### src/rtl/pmdi_pkg.sv
/*
 pmdi_pkg: constants and types for the PHY-side data interface toward the
 MAC (MII / RMII / SMII), its strap capture and its Avalon-MM registers.
 Assumes a 20 MHz core clock and link pins sampled by that clock.
*/
package pmdi_pkg;
   // core clock
   localparam int CLK_HZ = 20_000_000;
   // chip reset high time the board must give, in microseconds
   localparam int RST_MIN_US = 50;
   localparam int RST_MIN_CYC = (RST_MIN_US * (CLK_HZ / 1_000_000));
   // cycles after reset release before straps are trusted
   localparam logic [3:0] STRAP_WAIT = 4'h3;
   // data fifo shape
   localparam int FIFO_W = 8;
   localparam int FIFO_D = 8;
   // link steps per byte and smii repetition
   localparam logic [3:0] MII_STEPS = 4'h2;
   localparam logic [3:0] RMII_STEPS = 4'h4;
   localparam logic [3:0] SMII_SEG = 4'hA;
   localparam logic [3:0] SMII_REP = 4'hA;
   // synchronised pin vector layout
   localparam int PIN_W = 10;
   localparam int PIN_LK = 9;
   localparam int PIN_TXEN = 8;
   localparam int PIN_TXD = 4;
   localparam int PIN_ANEG = 3;
   localparam int PIN_RMII = 2;
   localparam int PIN_SMII = 1;
   localparam int PIN_FEN = 0;
   // register byte offsets
   localparam logic [3:0] REG_CTRL = 4'h0;
   localparam logic [3:0] REG_STAT = 4'h4;
   // control register fields
   localparam int CTRL_ANEG_BIT = 12;
   localparam int CTRL_SPD10_BIT = 0;
   localparam logic CTRL_SPD10_RST = 1'b0;
   localparam logic CTRL_ANEG_RST = 1'b0;
   // status register fields
   localparam int STAT_MODE_LSB = 0;
   localparam int STAT_FIBER_BIT = 3;
   localparam int STAT_FIFO_NE_BIT = 4;
   localparam int STAT_FIFO_RDY_BIT = 5;
   localparam int STAT_RUN_BIT = 6;

   typedef enum logic [2:0] {
      PMDI_MII = 3'b001,
      PMDI_RMII = 3'b010,
      PMDI_SMII = 3'b100
   } pmdi_mode_e;

   typedef enum logic [1:0] {
      PMDI_ST_STRAP = 2'b01,
      PMDI_ST_RUN = 2'b10
   } pmdi_state_e;
endpackage

### src/rtl/pmdi_top.sv
/*
 pmdi_top: PHY-side data interface toward the MAC. Bytes from the PHY core
 pass an 8-word fifo and leave as MII nibbles, RMII dibits or SMII
 segments; MAC transmit bits are gathered into bytes. Straps pick the mode.
 Assumes link pins and straps are asynchronous to core_clk, and that the
 link clock is slow enough (400 ns) to be sampled by the 20 MHz core clock.
*/
// Added by the designer: the Avalon-MM register port and the placing of the registers.
// Summary of operation
// In MII mode the four receive lines follow the link clock and carry data only while the valid line is high.
// In RMII mode two receive bits are presented each link clock period in which the valid line is high.
// In SMII mode receive data goes out as 10-bit segments, repeated ten times per byte at 10 Mb/s.
// At 10 Mb/s the MAC may take any one of each ten repeated receive segments.
// In MII mode the transmit nibbles count as data only while transmit enable is high.
// In RMII mode two transmit bits are taken each link clock period in which transmit enable is high.
// In SMII mode the MAC sends 10-bit transmit segments, repeated ten times per byte at 10 Mb/s.
// At 10 Mb/s only one of each ten transmit segments is sampled for a byte.
// Fiber operation stays off while the fiber mode enable input is low.
// The chip reset must be held active for at least 50 microseconds.
// The autoneg strap level is latched into the autoneg enable bit at reset.
// RMII and SMII are chosen by their straps, sampled at reset.
// With neither strap high the interface runs plain MII.
`timescale 1ns/10ps
module pmdi_top
   import pmdi_pkg::*;
(
   input wire logic core_clk,
   input wire logic rst,
   input wire logic ce,
   input wire logic [3:0] avs_address,
   input wire logic avs_read,
   input wire logic avs_write,
   input wire logic [31:0] avs_writedata,
   output logic [31:0] avs_readdata,
   output logic avs_waitrequest,
   input wire logic link_clk,
   input wire logic autoneg_strap,
   input wire logic rmii_select_strap,
   input wire logic serial_iface_select_strap,
   input wire logic fiber_mode_enable,
   output logic [3:0] rxd,
   output logic rx_valid,
   output logic smii_sync,
   input wire logic [3:0] txd,
   input wire logic tx_en,
   input wire logic [7:0] rxb_data,
   input wire logic rxb_valid,
   output logic rxb_ready,
   output logic [7:0] txb_data,
   output logic txb_valid,
   output logic autoneg_enable_bit,
   output logic fiber_active,
   output logic [2:0] link_mode
);
   logic [PIN_W-1:0] sync_a_r, sync_b_r;
   logic lk_d_r, lk_rise, lk_fall, txen_s;
   logic [3:0] txd_s;
   pmdi_state_e st_r, st_nxt;
   pmdi_mode_e mode_r, mode_nxt;
   logic [3:0] strap_cnt_r, strap_cnt_nxt;
   logic aneg_r, aneg_nxt, spd10_r, spd10_nxt, fiber_r, fiber_nxt;
   logic run, ack_r, ack_nxt, wr_hit;
   logic [31:0] rdata_r, rdata_nxt;
   logic [9:0] rx_sh_r, rx_sh_nxt, rx_seg_r, rx_seg_nxt;
   logic [3:0] rx_cnt_r, rx_cnt_nxt, rx_rep_r, rx_rep_nxt;
   logic rx_act_r, rx_act_nxt, rx_valid_r, rx_valid_nxt;
   logic sync_r, sync_nxt;
   logic [3:0] rxd_r, rxd_nxt;
   logic fifo_valid, fifo_pop;
   logic [7:0] fifo_data;
   logic [9:0] tx_acc_r, tx_acc_nxt, tx_in;
   logic [3:0] tx_cnt_r, tx_cnt_nxt, tx_rep_r, tx_rep_nxt;
   logic [7:0] txb_data_r, txb_data_nxt;
   logic txb_valid_r, txb_valid_nxt, tx_emit;

   // byte steps per mode
   function automatic logic [3:0] mode_steps(input pmdi_mode_e m);
      unique case (m)
         PMDI_MII: mode_steps = MII_STEPS;
         PMDI_RMII: mode_steps = RMII_STEPS;
         default: mode_steps = SMII_SEG;
      endcase
   endfunction

   // active receive lanes per mode
   function automatic logic [3:0] lane_mask(input pmdi_mode_e m);
      unique case (m)
         PMDI_MII: lane_mask = 4'hF;
         PMDI_RMII: lane_mask = 4'h3;
         default: lane_mask = 4'h1;
      endcase
   endfunction

   // bits moved per link clock
   function automatic logic [3:0] lane_bits(input pmdi_mode_e m);
      unique case (m)
         PMDI_MII: lane_bits = 4'h4;
         PMDI_RMII: lane_bits = 4'h2;
         default: lane_bits = 4'h1;
      endcase
   endfunction

   // two-stage synchroniser for every link pin and strap; edges found from stage two
   always_ff @(posedge core_clk or posedge rst) begin
      if (rst) begin
         sync_a_r <= '0;
         sync_b_r <= '0;
         lk_d_r <= 1'b0;
      end else if (ce) begin
         sync_a_r <= {link_clk, tx_en, txd, autoneg_strap,
                      rmii_select_strap, serial_iface_select_strap,
                      fiber_mode_enable};
         sync_b_r <= sync_a_r;
         lk_d_r <= sync_b_r[PIN_LK];
      end
   end

   assign lk_rise = sync_b_r[PIN_LK] && !lk_d_r;
   assign lk_fall = !sync_b_r[PIN_LK] && lk_d_r;
   assign txen_s = sync_b_r[PIN_TXEN];
   assign txd_s = sync_b_r[PIN_TXD +: 4];
   assign run = (st_r == PMDI_ST_RUN);
   assign wr_hit = avs_write && ack_r && (avs_address == REG_CTRL);

   // strap capture waits for the synchroniser to fill after release
   always_comb begin
      st_nxt = st_r;
      strap_cnt_nxt = strap_cnt_r;
      mode_nxt = mode_r;
      aneg_nxt = aneg_r;
      spd10_nxt = spd10_r;
      fiber_nxt = sync_b_r[PIN_FEN];
      unique case (st_r)
         PMDI_ST_STRAP: begin
            strap_cnt_nxt = strap_cnt_r + 4'h1;
            if (strap_cnt_r == STRAP_WAIT) begin
               st_nxt = PMDI_ST_RUN;
               aneg_nxt = sync_b_r[PIN_ANEG];
               if (sync_b_r[PIN_SMII]) begin
                  mode_nxt = PMDI_SMII;
               end else if (sync_b_r[PIN_RMII]) begin
                  mode_nxt = PMDI_RMII;
               end else begin
                  mode_nxt = PMDI_MII;
               end
            end
         end
         PMDI_ST_RUN: begin
            if (wr_hit) begin
               aneg_nxt = avs_writedata[CTRL_ANEG_BIT];
               spd10_nxt = avs_writedata[CTRL_SPD10_BIT];
            end
         end
         default: st_nxt = PMDI_ST_STRAP;
      endcase
   end

   always_ff @(posedge core_clk or posedge rst) begin
      if (rst) begin
         st_r <= PMDI_ST_STRAP;
         strap_cnt_r <= 4'h0;
         mode_r <= PMDI_MII;
         aneg_r <= CTRL_ANEG_RST;
         spd10_r <= CTRL_SPD10_RST;
         fiber_r <= 1'b0;
      end else if (ce) begin
         st_r <= st_nxt;
         strap_cnt_r <= strap_cnt_nxt;
         mode_r <= mode_nxt;
         aneg_r <= aneg_nxt;
         spd10_r <= spd10_nxt;
         fiber_r <= fiber_nxt;
      end
   end

   // bus slave: one wait cycle, read data loaded while waiting
   always_comb begin
      ack_nxt = (avs_read || avs_write) && !ack_r;
      rdata_nxt = rdata_r;
      if (avs_read && !ack_r) begin
         rdata_nxt = 32'h0000_0000;
         if (avs_address == REG_CTRL) begin
            rdata_nxt[CTRL_ANEG_BIT] = aneg_r;
            rdata_nxt[CTRL_SPD10_BIT] = spd10_r;
         end else if (avs_address == REG_STAT) begin
            rdata_nxt[STAT_MODE_LSB +: 3] = mode_r;
            rdata_nxt[STAT_FIBER_BIT] = fiber_r;
            rdata_nxt[STAT_FIFO_NE_BIT] = fifo_valid;
            rdata_nxt[STAT_FIFO_RDY_BIT] = rxb_ready;
            rdata_nxt[STAT_RUN_BIT] = run;
         end
      end
   end

   always_ff @(posedge core_clk or posedge rst) begin
      if (rst) begin
         ack_r <= 1'b0;
         rdata_r <= 32'h0000_0000;
      end else if (ce) begin
         ack_r <= ack_nxt;
         rdata_r <= rdata_nxt;
      end
   end

   assign avs_waitrequest = (avs_read || avs_write) && !ack_r;
   assign avs_readdata = rdata_r;

   // the link side drains the fifo only at its own pace, so it can fill
   pmdi_fifo #(.WIDTH(FIFO_W), .DEPTH(FIFO_D)) u_fifo (
      .core_clk(core_clk),
      .rst(rst),
      .ce(ce),
      .in_valid(rxb_valid),
      .in_ready(rxb_ready),
      .in_data(rxb_data),
      .out_valid(fifo_valid),
      .out_ready(fifo_pop),
      .out_data(fifo_data)
   );

   // receive: new bits launched just after each link clock rise
   always_comb begin
      logic new_seg;
      new_seg = 1'b0;
      rx_sh_nxt = rx_sh_r;
      rx_seg_nxt = rx_seg_r;
      rx_cnt_nxt = rx_cnt_r;
      rx_rep_nxt = rx_rep_r;
      rx_act_nxt = rx_act_r;
      rx_valid_nxt = rx_valid_r;
      sync_nxt = sync_r;
      rxd_nxt = rxd_r;
      fifo_pop = 1'b0;
      if (!run) begin
         rx_act_nxt = 1'b0;
         rx_valid_nxt = 1'b0;
         sync_nxt = 1'b0;
         rxd_nxt = 4'h0;
         rx_cnt_nxt = 4'h0;
         rx_rep_nxt = 4'h0;
      end else if (lk_rise) begin
         if (rx_act_r && rx_cnt_r != mode_steps(mode_r) - 4'h1) begin
            rx_cnt_nxt = rx_cnt_r + 4'h1;
            rx_sh_nxt = rx_sh_r >> lane_bits(mode_r);
         end else if (mode_r == PMDI_SMII) begin
            // segments run without gaps; repeats reuse the held copy
            rx_cnt_nxt = 4'h0;
            rx_act_nxt = 1'b1;
            new_seg = !spd10_r || (rx_rep_r == 4'h0);
            rx_rep_nxt = (spd10_r && rx_rep_r != SMII_REP - 4'h1) ?
                         rx_rep_r + 4'h1 : 4'h0;
            if (new_seg) begin
               fifo_pop = fifo_valid;
               rx_seg_nxt = fifo_valid ? {fifo_data, 2'b11} : 10'h000;
            end
            rx_sh_nxt = rx_seg_nxt;
         end else begin
            rx_cnt_nxt = 4'h0;
            fifo_pop = fifo_valid;
            rx_act_nxt = fifo_valid;
            rx_sh_nxt = {2'b00, fifo_data};
         end
         // lines are zero whenever no data is carried
         rx_valid_nxt = rx_act_nxt && (mode_r != PMDI_SMII);
         sync_nxt = (mode_r == PMDI_SMII) && (rx_cnt_nxt == 4'h0);
         rxd_nxt = rx_act_nxt ? (rx_sh_nxt[3:0] & lane_mask(mode_r)) :
                   4'h0;
      end
   end

   always_ff @(posedge core_clk or posedge rst) begin
      if (rst) begin
         rx_sh_r <= 10'h000;
         rx_seg_r <= 10'h000;
         rx_cnt_r <= 4'h0;
         rx_rep_r <= 4'h0;
         rx_act_r <= 1'b0;
         rx_valid_r <= 1'b0;
         sync_r <= 1'b0;
         rxd_r <= 4'h0;
      end else if (ce) begin
         rx_sh_r <= rx_sh_nxt;
         rx_seg_r <= rx_seg_nxt;
         rx_cnt_r <= rx_cnt_nxt;
         rx_rep_r <= rx_rep_nxt;
         rx_act_r <= rx_act_nxt;
         rx_valid_r <= rx_valid_nxt;
         sync_r <= sync_nxt;
         rxd_r <= rxd_nxt;
      end
   end

   // transmit: sampled at the link fall, mid-cell, clear of MAC updates
   always_comb begin
      logic [3:0] cur;
      cur = 4'h0;
      unique case (mode_r)
         PMDI_MII: tx_in = {txd_s, tx_acc_r[9:4]};
         PMDI_RMII: tx_in = {txd_s[1:0], tx_acc_r[9:2]};
         default: tx_in = {txd_s[0], tx_acc_r[9:1]};
      endcase
      tx_acc_nxt = tx_acc_r;
      tx_cnt_nxt = tx_cnt_r;
      tx_rep_nxt = tx_rep_r;
      tx_emit = 1'b0;
      if (!run) begin
         tx_cnt_nxt = 4'h0;
         tx_rep_nxt = 4'h0;
      end else if (lk_fall) begin
         if (mode_r == PMDI_SMII) begin
            // bit 0 is the cell in which our sync is high
            cur = sync_r ? 4'h0 : tx_cnt_r + 4'h1;
            tx_cnt_nxt = cur;
            tx_acc_nxt = tx_in;
            if (cur == SMII_SEG - 4'h1) begin
               tx_rep_nxt = (spd10_r && tx_rep_r != SMII_REP - 4'h1) ?
                            tx_rep_r + 4'h1 : 4'h0;
               tx_emit = tx_in[1] && (!spd10_r || tx_rep_r == 4'h0);
            end
         end else if (txen_s) begin
            tx_acc_nxt = tx_in;
            tx_emit = (tx_cnt_r == mode_steps(mode_r) - 4'h1);
            tx_cnt_nxt = tx_emit ? 4'h0 : tx_cnt_r + 4'h1;
         end else begin
            tx_cnt_nxt = 4'h0; // idle lines are ignored
         end
      end
      txb_valid_nxt = tx_emit;
      txb_data_nxt = tx_emit ? tx_in[9:2] : txb_data_r;
   end

   always_ff @(posedge core_clk or posedge rst) begin
      if (rst) begin
         tx_acc_r <= 10'h000;
         tx_cnt_r <= 4'h0;
         tx_rep_r <= 4'h0;
         txb_data_r <= 8'h00;
         txb_valid_r <= 1'b0;
      end else if (ce) begin
         tx_acc_r <= tx_acc_nxt;
         tx_cnt_r <= tx_cnt_nxt;
         tx_rep_r <= tx_rep_nxt;
         txb_data_r <= txb_data_nxt;
         txb_valid_r <= txb_valid_nxt;
      end
   end

   assign rxd = rxd_r;
   assign rx_valid = rx_valid_r;
   assign smii_sync = sync_r;
   assign txb_data = txb_data_r;
   assign txb_valid = txb_valid_r;
   assign autoneg_enable_bit = aneg_r;
   assign fiber_active = fiber_r;
   assign link_mode = mode_r;
endmodule

### src/rtl/pmdi_fifo.sv
/*
 pmdi_fifo: small synchronous fifo with valid/ready on both sides.
 Assumes DEPTH is a power of two and one clock domain.
*/
`timescale 1ns/10ps
module pmdi_fifo
   import pmdi_pkg::*;
#(
   parameter int WIDTH = FIFO_W,
   parameter int DEPTH = FIFO_D
) (
   input wire logic core_clk,
   input wire logic rst,
   input wire logic ce,
   input wire logic in_valid,
   output logic in_ready,
   input wire logic [WIDTH-1:0] in_data,
   output logic out_valid,
   input wire logic out_ready,
   output logic [WIDTH-1:0] out_data
);
   localparam int AW = $clog2(DEPTH);

   logic [WIDTH-1:0] mem_r [DEPTH];
   logic [AW-1:0] wr_r, wr_nxt, rd_r, rd_nxt;
   logic [AW:0] cnt_r, cnt_nxt;
   logic push, pop;

   // honest full and empty straight from the occupancy count
   assign in_ready = (cnt_r != (AW+1)'(DEPTH));
   assign out_valid = (cnt_r != '0);
   assign out_data = mem_r[rd_r];
   assign push = in_valid && in_ready;
   assign pop = out_valid && out_ready;

   // pointer and count update
   always_comb begin
      wr_nxt = push ? wr_r + 1'b1 : wr_r;
      rd_nxt = pop ? rd_r + 1'b1 : rd_r;
      cnt_nxt = cnt_r;
      if (push && !pop) begin
         cnt_nxt = cnt_r + 1'b1;
      end else if (pop && !push) begin
         cnt_nxt = cnt_r - 1'b1;
      end
   end

   always_ff @(posedge core_clk or posedge rst) begin
      if (rst) begin
         wr_r <= '0;
         rd_r <= '0;
         cnt_r <= '0;
      end else if (ce) begin
         wr_r <= wr_nxt;
         rd_r <= rd_nxt;
         cnt_r <= cnt_nxt;
      end
   end

   // storage has no reset; only written words are ever read
   always_ff @(posedge core_clk) begin
      if (ce && push) begin
         mem_r[wr_r] <= in_data;
      end
   end
endmodule

### config.mk
export PLATFORM = sky130hd
export DESIGN_NAME = pmdi_top
export DESIGN_NICKNAME = d
export VERILOG_FILES = /design/src/rtl/pmdi_pkg.sv /design/src/rtl/pmdi_top.sv /design/src/rtl/pmdi_fifo.sv
export SDC_FILE = /design/constraint.sdc
export NUM_CORES = 1
export LEC_CHECK = 0
export BUFFER_PORTS_ARGS = -buffer_cell sky130_fd_sc_hd__buf_2
export CORE_MARGIN = 3
export CORE_UTILIZATION = 45
export CTS_CLUSTER_DIAMETER = 200
export DETAILED_ROUTE_END_ITERATION = 8
export GPL_ROUTABILITY_DRIVEN = 0
export SYNTH_ARGS = -nofsm -noshare
export SYNTH_HDL_FRONTEND = slang
export SYNTH_SLANG_ARGS = --single-unit
export TNS_END_PERCENT = 100
### constraint.sdc
create_clock -name core_clk -period 5.8 [get_ports core_clk]
set_input_delay 0 -clock core_clk [delete_from_list [all_inputs] [get_ports core_clk]]
set_output_delay 0 -clock core_clk [all_outputs]
set_load 0.02 [all_outputs]
Word-level counts from Yosys, hierarchy flattened. Memories as Yosys holds them, arrays and structs flattened. Cells that the tools add are included.

Word-level logic and storage cells: 197. Bits in writable memories: 64. Output and inout bits: 54. Bits in registers: 114. Bits of input ports: 60. Memories kept: 1.

Memories: u_fifo.mem_r (words 8, width 8, rd ports 1, clocked after Yosys merged registers in 0, write ports 1, line pmdi_fifo.sv:24) `logic [WIDTH-1:0] mem_r [DEPTH];`.

Equality and inequality tests: 21. Mux-type cells: 82. $add $sub $neg: 11. Bitwise operators: 3. Shifts and indexed selects: 1. Reduce and logical (&&, ||, !) cells: 51.

Operator list (number): 2-to-1 mux 4 bit (37); 2-to-1 mux 10 bit (8); 2-to-1 mux 1 bit (26); adder 4 x 1 -> 4 bit (second input constant) (6); one-hot mux 10 bit (2 select lines) (1); logical AND 1 bit (17); zero test 4 bit (4); one-hot mux 4 bit (2 select lines) (2); AND reduction 2 bit (8); AND reduction 4 bit (4); != test 4 bit (second input constant) (3); AND reduction 3 bit (4); subtractor 4 x 1 -> 4 bit (second input constant) (3); right shift 10 x 4 -> 10 bit (1); != test 2 bit (second input constant) (4); 2-to-1 mux 7 bit (1); adder 3 x 1 -> 3 bit (second input constant) (2); zero test 1 bit (6); 2-to-1 mux 6 bit (1); != test 2 x 1 -> 1 bit (second input constant) (3); one-hot mux 3 bit (2 select lines) (1); nonzero test 2 bit (3); AND reduction 5 bit (1); bitwise AND 4 bit (1); 18 further kinds (22).

Logic depth before layout (Yosys ltp). Gate-level depths: netlist (run 1).

Depth after elaboration: 18. Mapped depth: 14. Mapped depth without buffers: 14.

Hierarchy. Synthesis (run 1) repeated with hierarchy kept, for this count alone.

Cells, all modules: 706. Area, all modules: 8702.1 µm².

Modules (own cells, without submodules): pmdi_top (area each 5629.1 µm², cells each 546, sequential area each 2529.9 µm², times used 1); pmdi_fifo (area each 3072.9 µm², cells each 160, sequential area each 2172.1 µm², times used 1).

Worst setup path after synthesis (run 1). No wires, ideal clock.

Path kind: reg-to-reg. Start point: register mode_r[0], in the netlist link_mode[0]. End point: register u_fifo.cnt_r[3]. Setup slack: 2.743 ns. Path buffers: 2. Data arrival time: 2.931 ns. Library setup time: 0.126 ns. Clock period less this slack: 3.057 ns. Stages on the path, launching flop included: 15. Required time: 5.674 ns. Cell sequence: dfstp_2 xnor2_1 o31a_1 a211oi_2 buf_4 buf_6 nand4_1 ha_1 inv_1 ha_1 a21o_1 a21oi_1 xnor2_1 nor2_1 xor2_1.

Word-level cells in the longest chain between the ends: 15. Elaborated cells on any way between the ends: 20. Those cells by class: add/sub: 1; eq/ne: 4; mux: 8; reduce/logical: 7.

Ends and longest elaborated chain: start, declared (line pmdi_top.sv:59) `pmdi_mode_e mode_r, mode_nxt;`; start signal, assigned (line pmdi_top.sv:169) `mode_r <= mode_nxt;`; equality test 3 x 2 -> 1 bit / equality test 3 x 1 -> 1 bit (equally long branches) (line pmdi_top.sv:78) `unique case (m)`; one-hot mux 4 bit (2 select lines) (line pmdi_top.sv:78); 2-to-1 mux 4 bit (line pmdi_top.sv:241) `end else if (lk_rise) begin`; 2-to-1 mux 4 bit (line pmdi_top.sv:234) `if (!run) begin`; subtractor 4 x 1 -> 4 bit (line pmdi_top.sv:242) `if (rx_act_r && rx_cnt_r != mode_steps(mode_r) - 4'h1) begin`; != test 4 bit (line pmdi_top.sv:242); logical AND 1 bit (line pmdi_top.sv:242); 2-to-1 mux 1 bit (*) (line pmdi_top.sv:242); 2-to-1 mux 1 bit (*) (line pmdi_top.sv:241); 2-to-1 mux 1 bit (*) (line pmdi_top.sv:234); logical AND 1 bit (*) (line pmdi_fifo.sv:34) `assign pop = out_valid && out_ready;`; zero test 1 bit (line pmdi_fifo.sv:41) `if (push && !pop) begin`; logical AND 1 bit (line pmdi_fifo.sv:41); nonzero test 2 bit (no source line); AND reduction 2 bit (no source line); end signal, assigned (line pmdi_fifo.sv:56) `cnt_r <= cnt_nxt;`; end, declared (line pmdi_fifo.sv:26) `logic [AW:0] cnt_r, cnt_nxt;`.

Mark *: on every way between the ends. The rest lies on a longest branch, timed or not. The select of a mux whose other input is x is not followed. A chain may end at the register's enable or synchronous reset.

Worst setup path in the final report (run 1).
Start point: register mode_r[2], in the netlist link_mode[2]. End point: register u_fifo.cnt_r[3].

Same word-level chain as after synthesis.

==> reports/metrics.csv, run 1 <==
stage,metric,value,unit
hold_path,min_path_type,in -> reg,
power,internal-power,2.38,mW
power,power_density,375,nW/um2
power,p_switching,1.24,mW
sta,tightest_slew,1110,ps
final_layout,ff_latch_area,4700,um2
clock_network,clk_pin_slew,80,ps
sta,grt_setup_unrepaired,false,
sta,drv_slew,0,
critical_path,critPathKind,reg -> reg,
critical_path,cp.arrival,4040,ps
grt,grt_pass1_wl,29.5,mm
floorplanning,fp.dieArea,20300,um2
clock_network,clkSinkCount,175,
floorplanning,dieWidth,142,um
final_layout,area_growth,15.2,%
clock_network,clock-root-buffer,clkbuf_16,
power,switching_share,0.342,
logic_synthesis,postSynth.asyncResetShare,0.634,
clock_network,hold_buffers,29,
critical_path,r2r_slack,2080,ps
clock_network,cts_buffers,17,
logic_synthesis,yosysWarnings,0,
grt,antenna_found_initial,0,
floorplanning,ios,114,
power,total_power,3.62,mW
final_layout,nNetsFinal,845,
sta,fin_crit_sh,0.641,
drt,vias_per_cell,5.65,
final_layout,drive_above_1_share,0.209,
critical_path,cp-start-kind,register,
logic_synthesis,syn_inst,690,
critical_path,crit_fanout,17,
logic_synthesis,synthFlopType,dfrtp_1,
logic_synthesis,synth_seq_cells,175,
drt,drc,0,
clock_network,cts_tree,built,
place,hpwl,12.1,mm
critical_path,worstPathRequired,6120,ps
power,clkPwrFrac,0.310,
power,leakagePower,4.07,nW
drt,wl_per_cell,17.9,um
logic_synthesis,syn_area,8380,um2
final_layout,finalInstanceArea,9650,um2
clock_network,cts_setup_buffers,0,
floorplanning,rows,49,
logic_synthesis,syn_avg_cell_area,12.1,um2
floorplanning,coreArea,18100,um2
clock_network,htreeDepth,4,
drt,drt_pre_antenna_iters,5,
drt,ant_nets,0,
floorplanning,start_util,0.462,
final_layout,final_core_util,0.532,
clock_network,cts_resized,0,
sta,holdWs,61.1,ps
place,dp_cells,951,
floorplanning,die_h,142,um
drt,vias,5713,
critical_path,critical_path.endpoint_type,register,
final_layout,antennaDiodeCount,0,
drt,drtIter0Drc,396,
sta,fin_ws,2080,ps
clock_network,clock_latency,430,ps
flow_run,maxCapViolations,0,
place,placed_cell_area,8780,um2
drt,wirelength,18.1,mm
sta,slew_headroom,0.255,
place,io_buffers,59,
grt,grt_pass1_vias,5872,
sta,clock.fmax,269,MHz
final_layout,multiInputGateArea,3360,um2
grt,grt_max_degree,63,
logic_synthesis,synth_edf_count,64,
grt,gr-usage-all-layers,0.185,
drt,met1Wirelength,7.70,mm
sta,hold_violations,0,
sta,finalSetupTns,0,ps
sta,fin_worst_skew,11.8,ps
place,dp_slack,2050,ps
drt,met3WireLength,767,um
power,pwr-share-comb,0.242,
logic_synthesis,netlist-cell-type-count,75,
sta,finalCriticalPeriod,3720,ps
run_status,status,completed,
clock_network,clockBufferDepth,2,
final_layout,fillers,1548,
drt,wl_met2,9.33,mm
grt,overflow,0,
power,vdd_drop_max,0.000226,V
hold_path,hold_depth,3,
power,seqPwrFrac,0.448,
drt,dr.max_layer_used,met4,
final_layout,final_cells,1012,
critical_path,rr_worst_depth,12,
sta,setup_violations,0,
logic_synthesis,ys_seq_area_frac,0.561,
power groups by stage:
stage | clock network (mW) | logic, mW | registers (mW)
after floorplan | 0 | 0.690 | 1.58
after detailed placement | 0 | 0.859 | 1.65
after global placement | 0 | 0.834 | 1.64
after global routing | 1.21 | 0.974 | 1.65
final | 1.12 | 0.877 | 1.62
after CTS | 1.15 | 0.879 | 1.62
worst max-delay path: stages, from the launching register on:
cell	delay, ps
dfrtp_1	760
inv_1	470
nor3_2	750
a21boi_1	200
nand4_1	150
ha_1	200
inv_1	90
ha_1	280
a21o_1	170
a21oi_1	180
xnor2_1	140
nor2_1	70
xor2_1	140
cell usage in the layout, fill, tap and decap left out, drive strengths merged, types with 17 or more instances in the layout:
cell type / instances
o21ai: 30
nand2: 41
nor3: 18
conb: 24
clkbuf: 17
inv: 33
mux2: 50
dlygate4sd3: 29
buf: 66
nor2: 40
dfrtp: 109
a21oi: 31
edfxtp: 64
metal layers:
| metal | vias up | global-route usage |
|---|---|---|
| li1 | 2692 | - |
| met1 | 2843 | 0.226 |
| met2 | 149 | 0.321 |
| met3 | 29 | 0.0386 |
| met4 | 0 | 0.0710 |
| met5 | - | 0 |
flip-flops by register name, indices dropped and copies added (netlist names), 2 cells and up:
name          count
st_r              2
u_fifo.rd_r       3
txb_data          8
sync_b_r         10
tx_cnt_r          4
u_fifo.cnt_r      4
rx_seg_r         10
rx_cnt_r          4
sync_a_r         10
u_fifo.mem_r     64
link_mode         3
u_fifo.wr_r       3
rx_sh_r           9
tx_acc_r          8
rx_rep_r          4
strap_cnt_r       4
rxd               4
tx_rep_r          4
avs_readdata      8
kinds of logic (layout without fill, tap and decap cells):
family          count (synthesis)  in the layout  synth area share
compound gates                159            159             0.131
xor+xnor                       14             14            0.0146
fa+ha+maj                      15             15            0.0233
buf+inv                        80            150            0.0488
flops                         175            175             0.561
mux                            75             75             0.115
other cells                     1             24          0.000447
simple gates                  171            171             0.106
final timing paths:
| check | start | end |
|---|---|---|
| worst max-delay path | link_mode[2] | u_fifo.cnt_r[3] |
| worst min-delay path | rxb_valid | u_fifo.wr_r[0] |
| worst max register to register | link_mode[2] | u_fifo.cnt_r[3] |
| worst min register to register | txb_data[5] | txb_data[5] |
| max in group asynchronous | rst | tx_rep_r[3] |
| min in group asynchronous | rst | sync_b_r[0] |
cell usage after synthesis (3+ instances only):
library cell,instances,area (um2)
buf_4,25,188
o21ai_1,9,45.0
a22oi_1,6,45.0
a22o_1,9,78.8
xor2_1,5,43.8
buf_1,4,15.0
nor3b_1,4,30.0
edfxtp_1,64,1920
inv_1,23,86.3
nand4_1,5,31.3
o22ai_1,15,93.8
a21o_1,5,37.5
a21oi_1,31,155
nor3_1,15,75.1
o211ai_1,4,30.0
o2bb2ai_1,10,87.6
mux4_2,12,270
dfrtp_1,109,2730
nand2_1,41,154
buf_2,6,30.0
a31oi_1,11,68.8
o21ai_0,21,105
clkbuf_1,21,78.8
nor2b_1,9,56.3
nor2_1,40,150
xnor2_1,9,78.8
nand2b_1,12,75.1
and3_1,3,18.8
mux2_1,11,124
mux2i_1,13,130
or3_1,3,18.8
ha_1,14,175
and3b_1,3,26.3
o221ai_1,4,35.0
nand3_1,14,70.1
or2_2,3,18.8
o31ai_1,4,30.0
nand3b_1,4,30.0
mux2_2,39,439
a2bb2oi_1,4,35.0
cell type report:
type                    instances  area share
clock buffers                  17      0.0441
clock inverters                15      0.0161
repair buffers                 95      0.0661
flip-flops and latches        175       0.487
multi-input cells             458       0.348
inverters                      23     0.00920
well taps                     229      0.0297
Note: power is estimated with default switching activity, not from simulation.
==> inputs of run 2 (changes only) <==
==> constraint.sdc (replaced) <==
create_clock -name core_clk -period 3.85 [get_ports core_clk]
set_input_delay 0 -clock core_clk [delete_from_list [all_inputs] [get_ports core_clk]]
set_output_delay 0 -clock core_clk [all_outputs]
set_load 0.02 [all_outputs]
==> run 2 against run 1 <==
Against the previous run: utilization rose by 0.63 points; critical path depth up 2; routed wire length up 0.42%; first-iteration DRC count shrank 14%; sequential share of layout area fell by 0.57 points; combinational power up 62%; sequential cell count stayed put; sequential power grew 47%; hold slack got worse by 14 ps; critical path type unchanged.
==> reports/metrics.csv, run 2 (synthesis gave the netlist of run 1 again) <==
stage,metric,value,unit,change
run_status,status,completed,,
place,dp_cells,960,,+0.95%
critical_path,rr_worst_depth,14,,+2
floorplanning,fp.dieArea,20300,um2,unchanged
clock_network,cts_setup_buffers,0,,unchanged
drt,drc,0,,unchanged
drt,vias,5736,,+0.40%
clock_network,clock_latency,440,ps,about the same
place,hpwl,12.4,mm,+2.2%
power,leakagePower,4.13,nW,+1.6%
clock_network,cts_tree,built,,
sta,finalCriticalPeriod,3100,ps,-618 ps
critical_path,crit_fanout,5,,-12
clock_network,clockBufferDepth,2,,unchanged
final_layout,antennaDiodeCount,0,,unchanged
sta,grt_setup_unrepaired,false,,
clock_network,cts_buffers,17,,unchanged
drt,drt_pre_antenna_iters,5,,unchanged
clock_network,htreeDepth,4,,unchanged
drt,drtIter0Drc,339,,-14%
drt,ant_nets,0,,unchanged
sta,fin_ws,750,ps,-1330 ps
critical_path,worstSetupStartpoint,rx_rep_r[0],,
critical_path,critPathKind,reg -> reg,,
final_layout,area_growth,16.5,%,
floorplanning,rows,49,,unchanged
final_layout,drive_above_1_share,0.218,,+0.00871
floorplanning,dieWidth,142,um,unchanged
grt,antenna_found_initial,0,,unchanged
critical_path,crit_path_end,u_fifo.cnt_r[3],,
critical_path,critical_path.endpoint_type,register,,
floorplanning,die_h,142,um,unchanged
grt,overflow,0,,unchanged
clock_network,clkSinkCount,175,,unchanged
sta,fin_crit_sh,0.805,,+0.164
final_layout,final_cells,1022,,+0.99%
grt,grt_pass1_wl,29.5,mm,about the same
critical_path,cp.arrival,3420,ps,-620 ps
power,power_density,572,nW/um2,+52%
sta,clock.fmax,323,MHz,+20%
final_layout,regMostFlops,u_fifo.mem_r,,
floorplanning,start_util,0.462,,unchanged
drt,vias_per_cell,5.61,,-0.58%
power,vdd_drop_max,0.000337,V,+49%
place,dp_slack,763,ps,-1290 ps
critical_path,worstPathRequired,4170,ps,-1950 ps
sta,fin_worst_skew,13.0,ps,+1.21 ps
clock_network,clk_pin_slew,80,ps,about the same
final_layout,final_common_cell,dfrtp_1,,
grt,gr-usage-all-layers,0.186,,+0.000818
sta,tightest_slew,964,ps,-149 ps
clock_network,clock-root-buffer,clkbuf_16,,
final_layout,nNetsFinal,855,,+1.2%
drt,wirelength,18.2,mm,+0.42%
critical_path,rr_endpoint,u_fifo.cnt_r[3],,
flow_run,maxCapViolations,0,,unchanged
critical_path,reg2reg_from,rx_rep_r[0],,
critical_path,r2r_slack,750,ps,-1330 ps
grt,grt_max_degree,48,,-24%
sta,finalSetupTns,0,ps,unchanged
critical_path,cp-start-kind,register,,
hold_path,min_path_type,in -> reg,,
final_layout,largest_reg_flops,64,,unchanged
sta,hold_violations,0,,unchanged
floorplanning,ios,114,,unchanged
drt,wl_per_cell,17.8,um,-0.56%
sta,setup_violations,0,,unchanged
floorplanning,coreArea,18100,um2,unchanged
grt,grt_pass1_vias,5732,,-2.4%
place,io_buffers,59,,unchanged
sta,holdWs,47.2,ps,-14.0 ps
sta,drv_slew,0,,unchanged
sta,slew_headroom,0.357,,+0.102
final_layout,final_cell_mix,"109 x dfrtp_1, 64 x edfxtp_1, 59 x buf_2, 41 x nand2_1, 40 x nor2_1",,
-- run 2: changes by cell type in the layout (fill, tap and decap cells not counted), sizes merged --
cell,previous run,this run
buf,66,75
inv,33,34
clkinvlp,1,0
dlygate4sd3,29,30
-- run 2: final cells by class --
type                    count  area [um2]
inverters                  23        88.8
well taps                 229         287
fillers                  1550        8380
repair buffers            105         716
clock inverters            15         191
flip-flops and latches    175        4700
clock buffers              17         425
multi-input cells         458        3360
-- run 2: worst max-delay path, stage by stage, from the launching register on --
cell,delay (ps)
dfrtp_1,430
inv_1,100
ha_1,160
nor3b_1,390
nor2_1,200
a21boi_1,270
nand4_1,150
ha_1,240
inv_1,120
ha_1,240
a21o_1,170
a21oi_1,170
xnor2_1,140
nor2_1,70
xor2_1,140
-- run 2: metrics by stage --
stage / total power, mW / area [um2] / util
final: 5.58 / 9770 / 0.538
after global routing: 5.90 / 9770 / 0.538
after CTS: 5.65 / 9770 / 0.538
after detailed placement: 3.82 / 8850 / 0.488
after global placement: 3.77 / 8850 / 0.488
after floorplan: 3.42 / 8470 / -
-- run 2: where the power goes --
group	leakage, nW	total (mW)	internal (mW)	switching (mW)
clock network	0.302	1.78	0.897	0.879
logic	1.81	1.42	0.601	0.822
registers	2.02	2.38	2.16	0.220
-- run 2: how the worst min path moves through the flow --
stage | from | end | slack (ps) | cells after the start
floorplan | rxb_data[0] | u_fifo.mem_r[0][0] | 100 | 0
global placement | rst | sync_a_r[9] | 20 | 2
detailed placement | rst | sync_a_r[9] | 30 | 2
CTS | rxb_valid | u_fifo.wr_r[0] | 20 | 3
global route | rxb_valid | u_fifo.wr_r[0] | 50 | 3
finish | rxb_valid | u_fifo.wr_r[0] | 50 | 3
-- run 2: metal layers --
metal / GRT usage / vias to the layer above / part of all wire / wire length [um]
li1: - / 2703 / - / -
met1: 0.231 / 2877 / 0.43 / 7870
met2: 0.320 / 134 / 0.52 / 9400
met3: 0.0423 / 22 / 0.036 / 663
met4: 0.0645 / 0 / 0.016 / 286
met5: 0 / - / 0 / 0
-- run 2: what timing repair did --
item | CTS | global route
gates resized for setup | 0 | 0
hold buffers | 30 | 0
endpoints found under the hold margin | 114 | 0
setup endpoints to repair | 0 | 0
==> inputs of run 3 (changes only) <==
==> constraint.sdc (replaced) <==
create_clock -name core_clk -period 2.91 [get_ports core_clk]
set_input_delay 0 -clock core_clk [delete_from_list [all_inputs] [get_ports core_clk]]
set_output_delay 0 -clock core_clk [all_outputs]
set_load 0.02 [all_outputs]
==> run 3 against run 2 <==
Against the previous run: power grew 33%; maximum frequency grew 15%; global-route usage is essentially flat; clock skew grew 1.4 ps; clock-buffer cell count is the same; first-iteration DRC count grew 19%; non-clock buffer count grew 12.
==> reports/metrics.csv, run 3 (synthesis gave the netlist of run 1 again) <==
stage,metric,value,unit,change
floorplanning,start_util,0.462,,unchanged
sta,fin_ws,209,ps,-541 ps
clock_network,cts_buffers,17,,unchanged
final_layout,area_growth,17.9,%,
grt,grt_pass1_vias,5913,,+3.2%
sta,slew_headroom,0.209,,-0.148
critical_path,critPathKind,reg -> reg,,
drt,ant_nets,0,,unchanged
critical_path,cp-start-kind,register,,
drt,vias_per_cell,5.59,,-0.33%
sta,tightest_slew,1180,ps,+218 ps
sta,clock.fmax,370,MHz,+15%
floorplanning,fp.dieArea,20300,um2,unchanged
hold_path,hold_start,rxb_valid,,
clock_network,cts_setup_buffers,0,,unchanged
sta,fin_worst_skew,14.4,ps,+1.38 ps
clock_network,clkSinkCount,175,,unchanged
hold_path,hold_depth,3,,unchanged
floorplanning,die_h,142,um,unchanged
critical_path,worstPathRequired,3230,ps,-940 ps
sta,hold_violations,0,,unchanged
place,io_buffers,59,,unchanged
sta,finalSetupTns,0,ps,unchanged
drt,drt_pre_antenna_iters,5,,unchanged
sta,setup_violations,0,,unchanged
power,power_density,754,nW/um2,+32%
final_layout,antennaDiodeCount,0,,unchanged
sta,finalCriticalPeriod,2700,ps,-399 ps
drt,wl_met2,9.54,mm,+1.5%
critical_path,crit_fanout,4,,-1
final_layout,nNetsFinal,867,,+1.4%
hold_path,min_path_type,in -> reg,,
final_layout,finalInstanceArea,9890,um2,+1.2%
final_layout,largest_reg_flops,64,,unchanged
sta,drv_slew,0,,unchanged
clock_network,clockBufferDepth,2,,unchanged
place,dp_slack,176,ps,-587 ps
run_status,status,completed,,
critical_path,r2r_slack,210,ps,-540 ps
drt,vias,5784,,+0.84%
drt,met3WireLength,922,um,+39%
clock_network,htreeDepth,4,,unchanged
clock_network,cts_tree,built,,
power,vdd_drop_max,0.000442,V,+31%
drt,dr.max_layer_used,met4,,
place,dp_cells,976,,+1.7%
floorplanning,dieWidth,142,um,unchanged
critical_path,cp.arrival,3020,ps,-400 ps
final_layout,drive_above_1_share,0.241,,+0.0228
final_layout,final_cells,1034,,+1.2%
grt,grt_max_degree,48,,unchanged
drt,met1Wirelength,7.75,mm,-1.5%
hold_path,whs_endpoint,u_fifo.wr_r[0],,
critical_path,critical_path.endpoint_type,register,,
floorplanning,rows,49,,unchanged
drt,wl_per_cell,17.8,um,about the same
grt,antenna_found_initial,0,,unchanged
power,total_power,7.45,mW,+33%
sta,grt_setup_unrepaired,false,,
critical_path,rr_endpoint,u_fifo.cnt_r[3],,
critical_path,reg2reg_from,link_mode[0],,
flow_run,maxCapViolations,0,,unchanged
sta,fin_crit_sh,0.928,,+0.123
drt,drc,0,,unchanged
grt,gr-usage-all-layers,0.186,,about the same
drt,drtIter0Drc,405,,+19%
final_layout,final_common_cell,dfrtp_1,,
grt,overflow,0,,unchanged
final_layout,final_cell_mix,"109 x dfrtp_1, 64 x edfxtp_1, 59 x buf_2, 41 x nand2_1, 40 x nor2_1",,
place,placed_cell_area,9000,um2,+1.7%
final_layout,regMostFlops,u_fifo.mem_r,,
grt,grt_pass1_wl,30.0,mm,+1.4%
clock_network,clock-root-buffer,clkbuf_16,,
floorplanning,ios,114,,unchanged
clock_network,clk_pin_slew,80,ps,about the same
clock_network,clock_latency,430,ps,about the same
critical_path,rr_worst_depth,12,,-2
drt,wirelength,18.4,mm,+1.1%
power,leakagePower,4.20,nW,+1.7%
place,hpwl,12.9,mm,+3.7%
floorplanning,coreArea,18100,um2,unchanged
## run 3: changes by cell type in the layout (fill, tap and decap cells not counted), sizes merged
cell         previous run  this run
inv                    34        32
clkinv                  4         5
buf                    75        91
clkinvlp                0         1
dlygate4sd3            30        26
## run 3: cell type report
type | count | area, um2
clock buffer | 17 | 425
clock inverter | 15 | 196
fill | 1518 | 8260
inverter | 23 | 90.1
multi-input combinational | 458 | 3380
sequential | 175 | 4700
tap | 229 | 287
timing repair buffer | 117 | 808
## run 3: what timing repair did
| item | in CTS | in global routing |
|---|---|---|
| endpoints found under the setup margin | 0 | 1 |
| gates resized for setup | 0 | 1 |
| endpoints found under the hold margin | 116 | 0 |
| hold buffers | 26 | 0 |
## run 3: worst max-delay path, cell delays in order, from the launching register on
cell and delay [ps]:
dfstp_2 570, xnor2_2 90, o31a_1 280, a211oi_2 290
nand4_1 170, ha_2 220, inv_2 80, ha_1 220
a21o_1 190, a21oi_2 140, xnor2_1 120, nor2_1 70
xor2_1 150
## run 3: worst max path at each step
stage	from	end	depth (start not counted)
final	link_mode[0]	u_fifo.cnt_r[3]	12
after global routing	rx_rep_r[0]	u_fifo.cnt_r[3]	14
after CTS	rx_rep_r[0]	u_fifo.cnt_r[3]	14
after detailed placement	rx_rep_r[0]	u_fifo.cnt_r[3]	14
after global placement	link_mode[0]	u_fifo.cnt_r[3]	12
after floorplan	link_mode[0]	u_fifo.cnt_r[3]	14
## run 3: stage by stage
stage | utilization | hold slack (ps)
final | 0.545 | 78.4
after global routing | 0.545 | 124
after CTS | 0.544 | 57.6
after detailed placement | 0.496 | 232
after global placement | 0.496 | 227
after floorplan | - | 98.9
## run 3: metal layers
metal,global-route usage,vias to the layer above
met4,0.0485,0
met1,0.230,2873
met3,0.0403,19
met5,0,-
li1,-,2738
met2,0.329,154
## run 3: report_power, final
| group | total (mW) | internal (mW) | switching [mW] |
|---|---|---|---|
| Clock | 2.33 | 1.19 | 1.14 |
| Sequential | 3.12 | 2.86 | 0.255 |
| Combinational | 2.00 | 0.846 | 1.16 |
| Total | 7.45 | 4.90 | 2.55 |
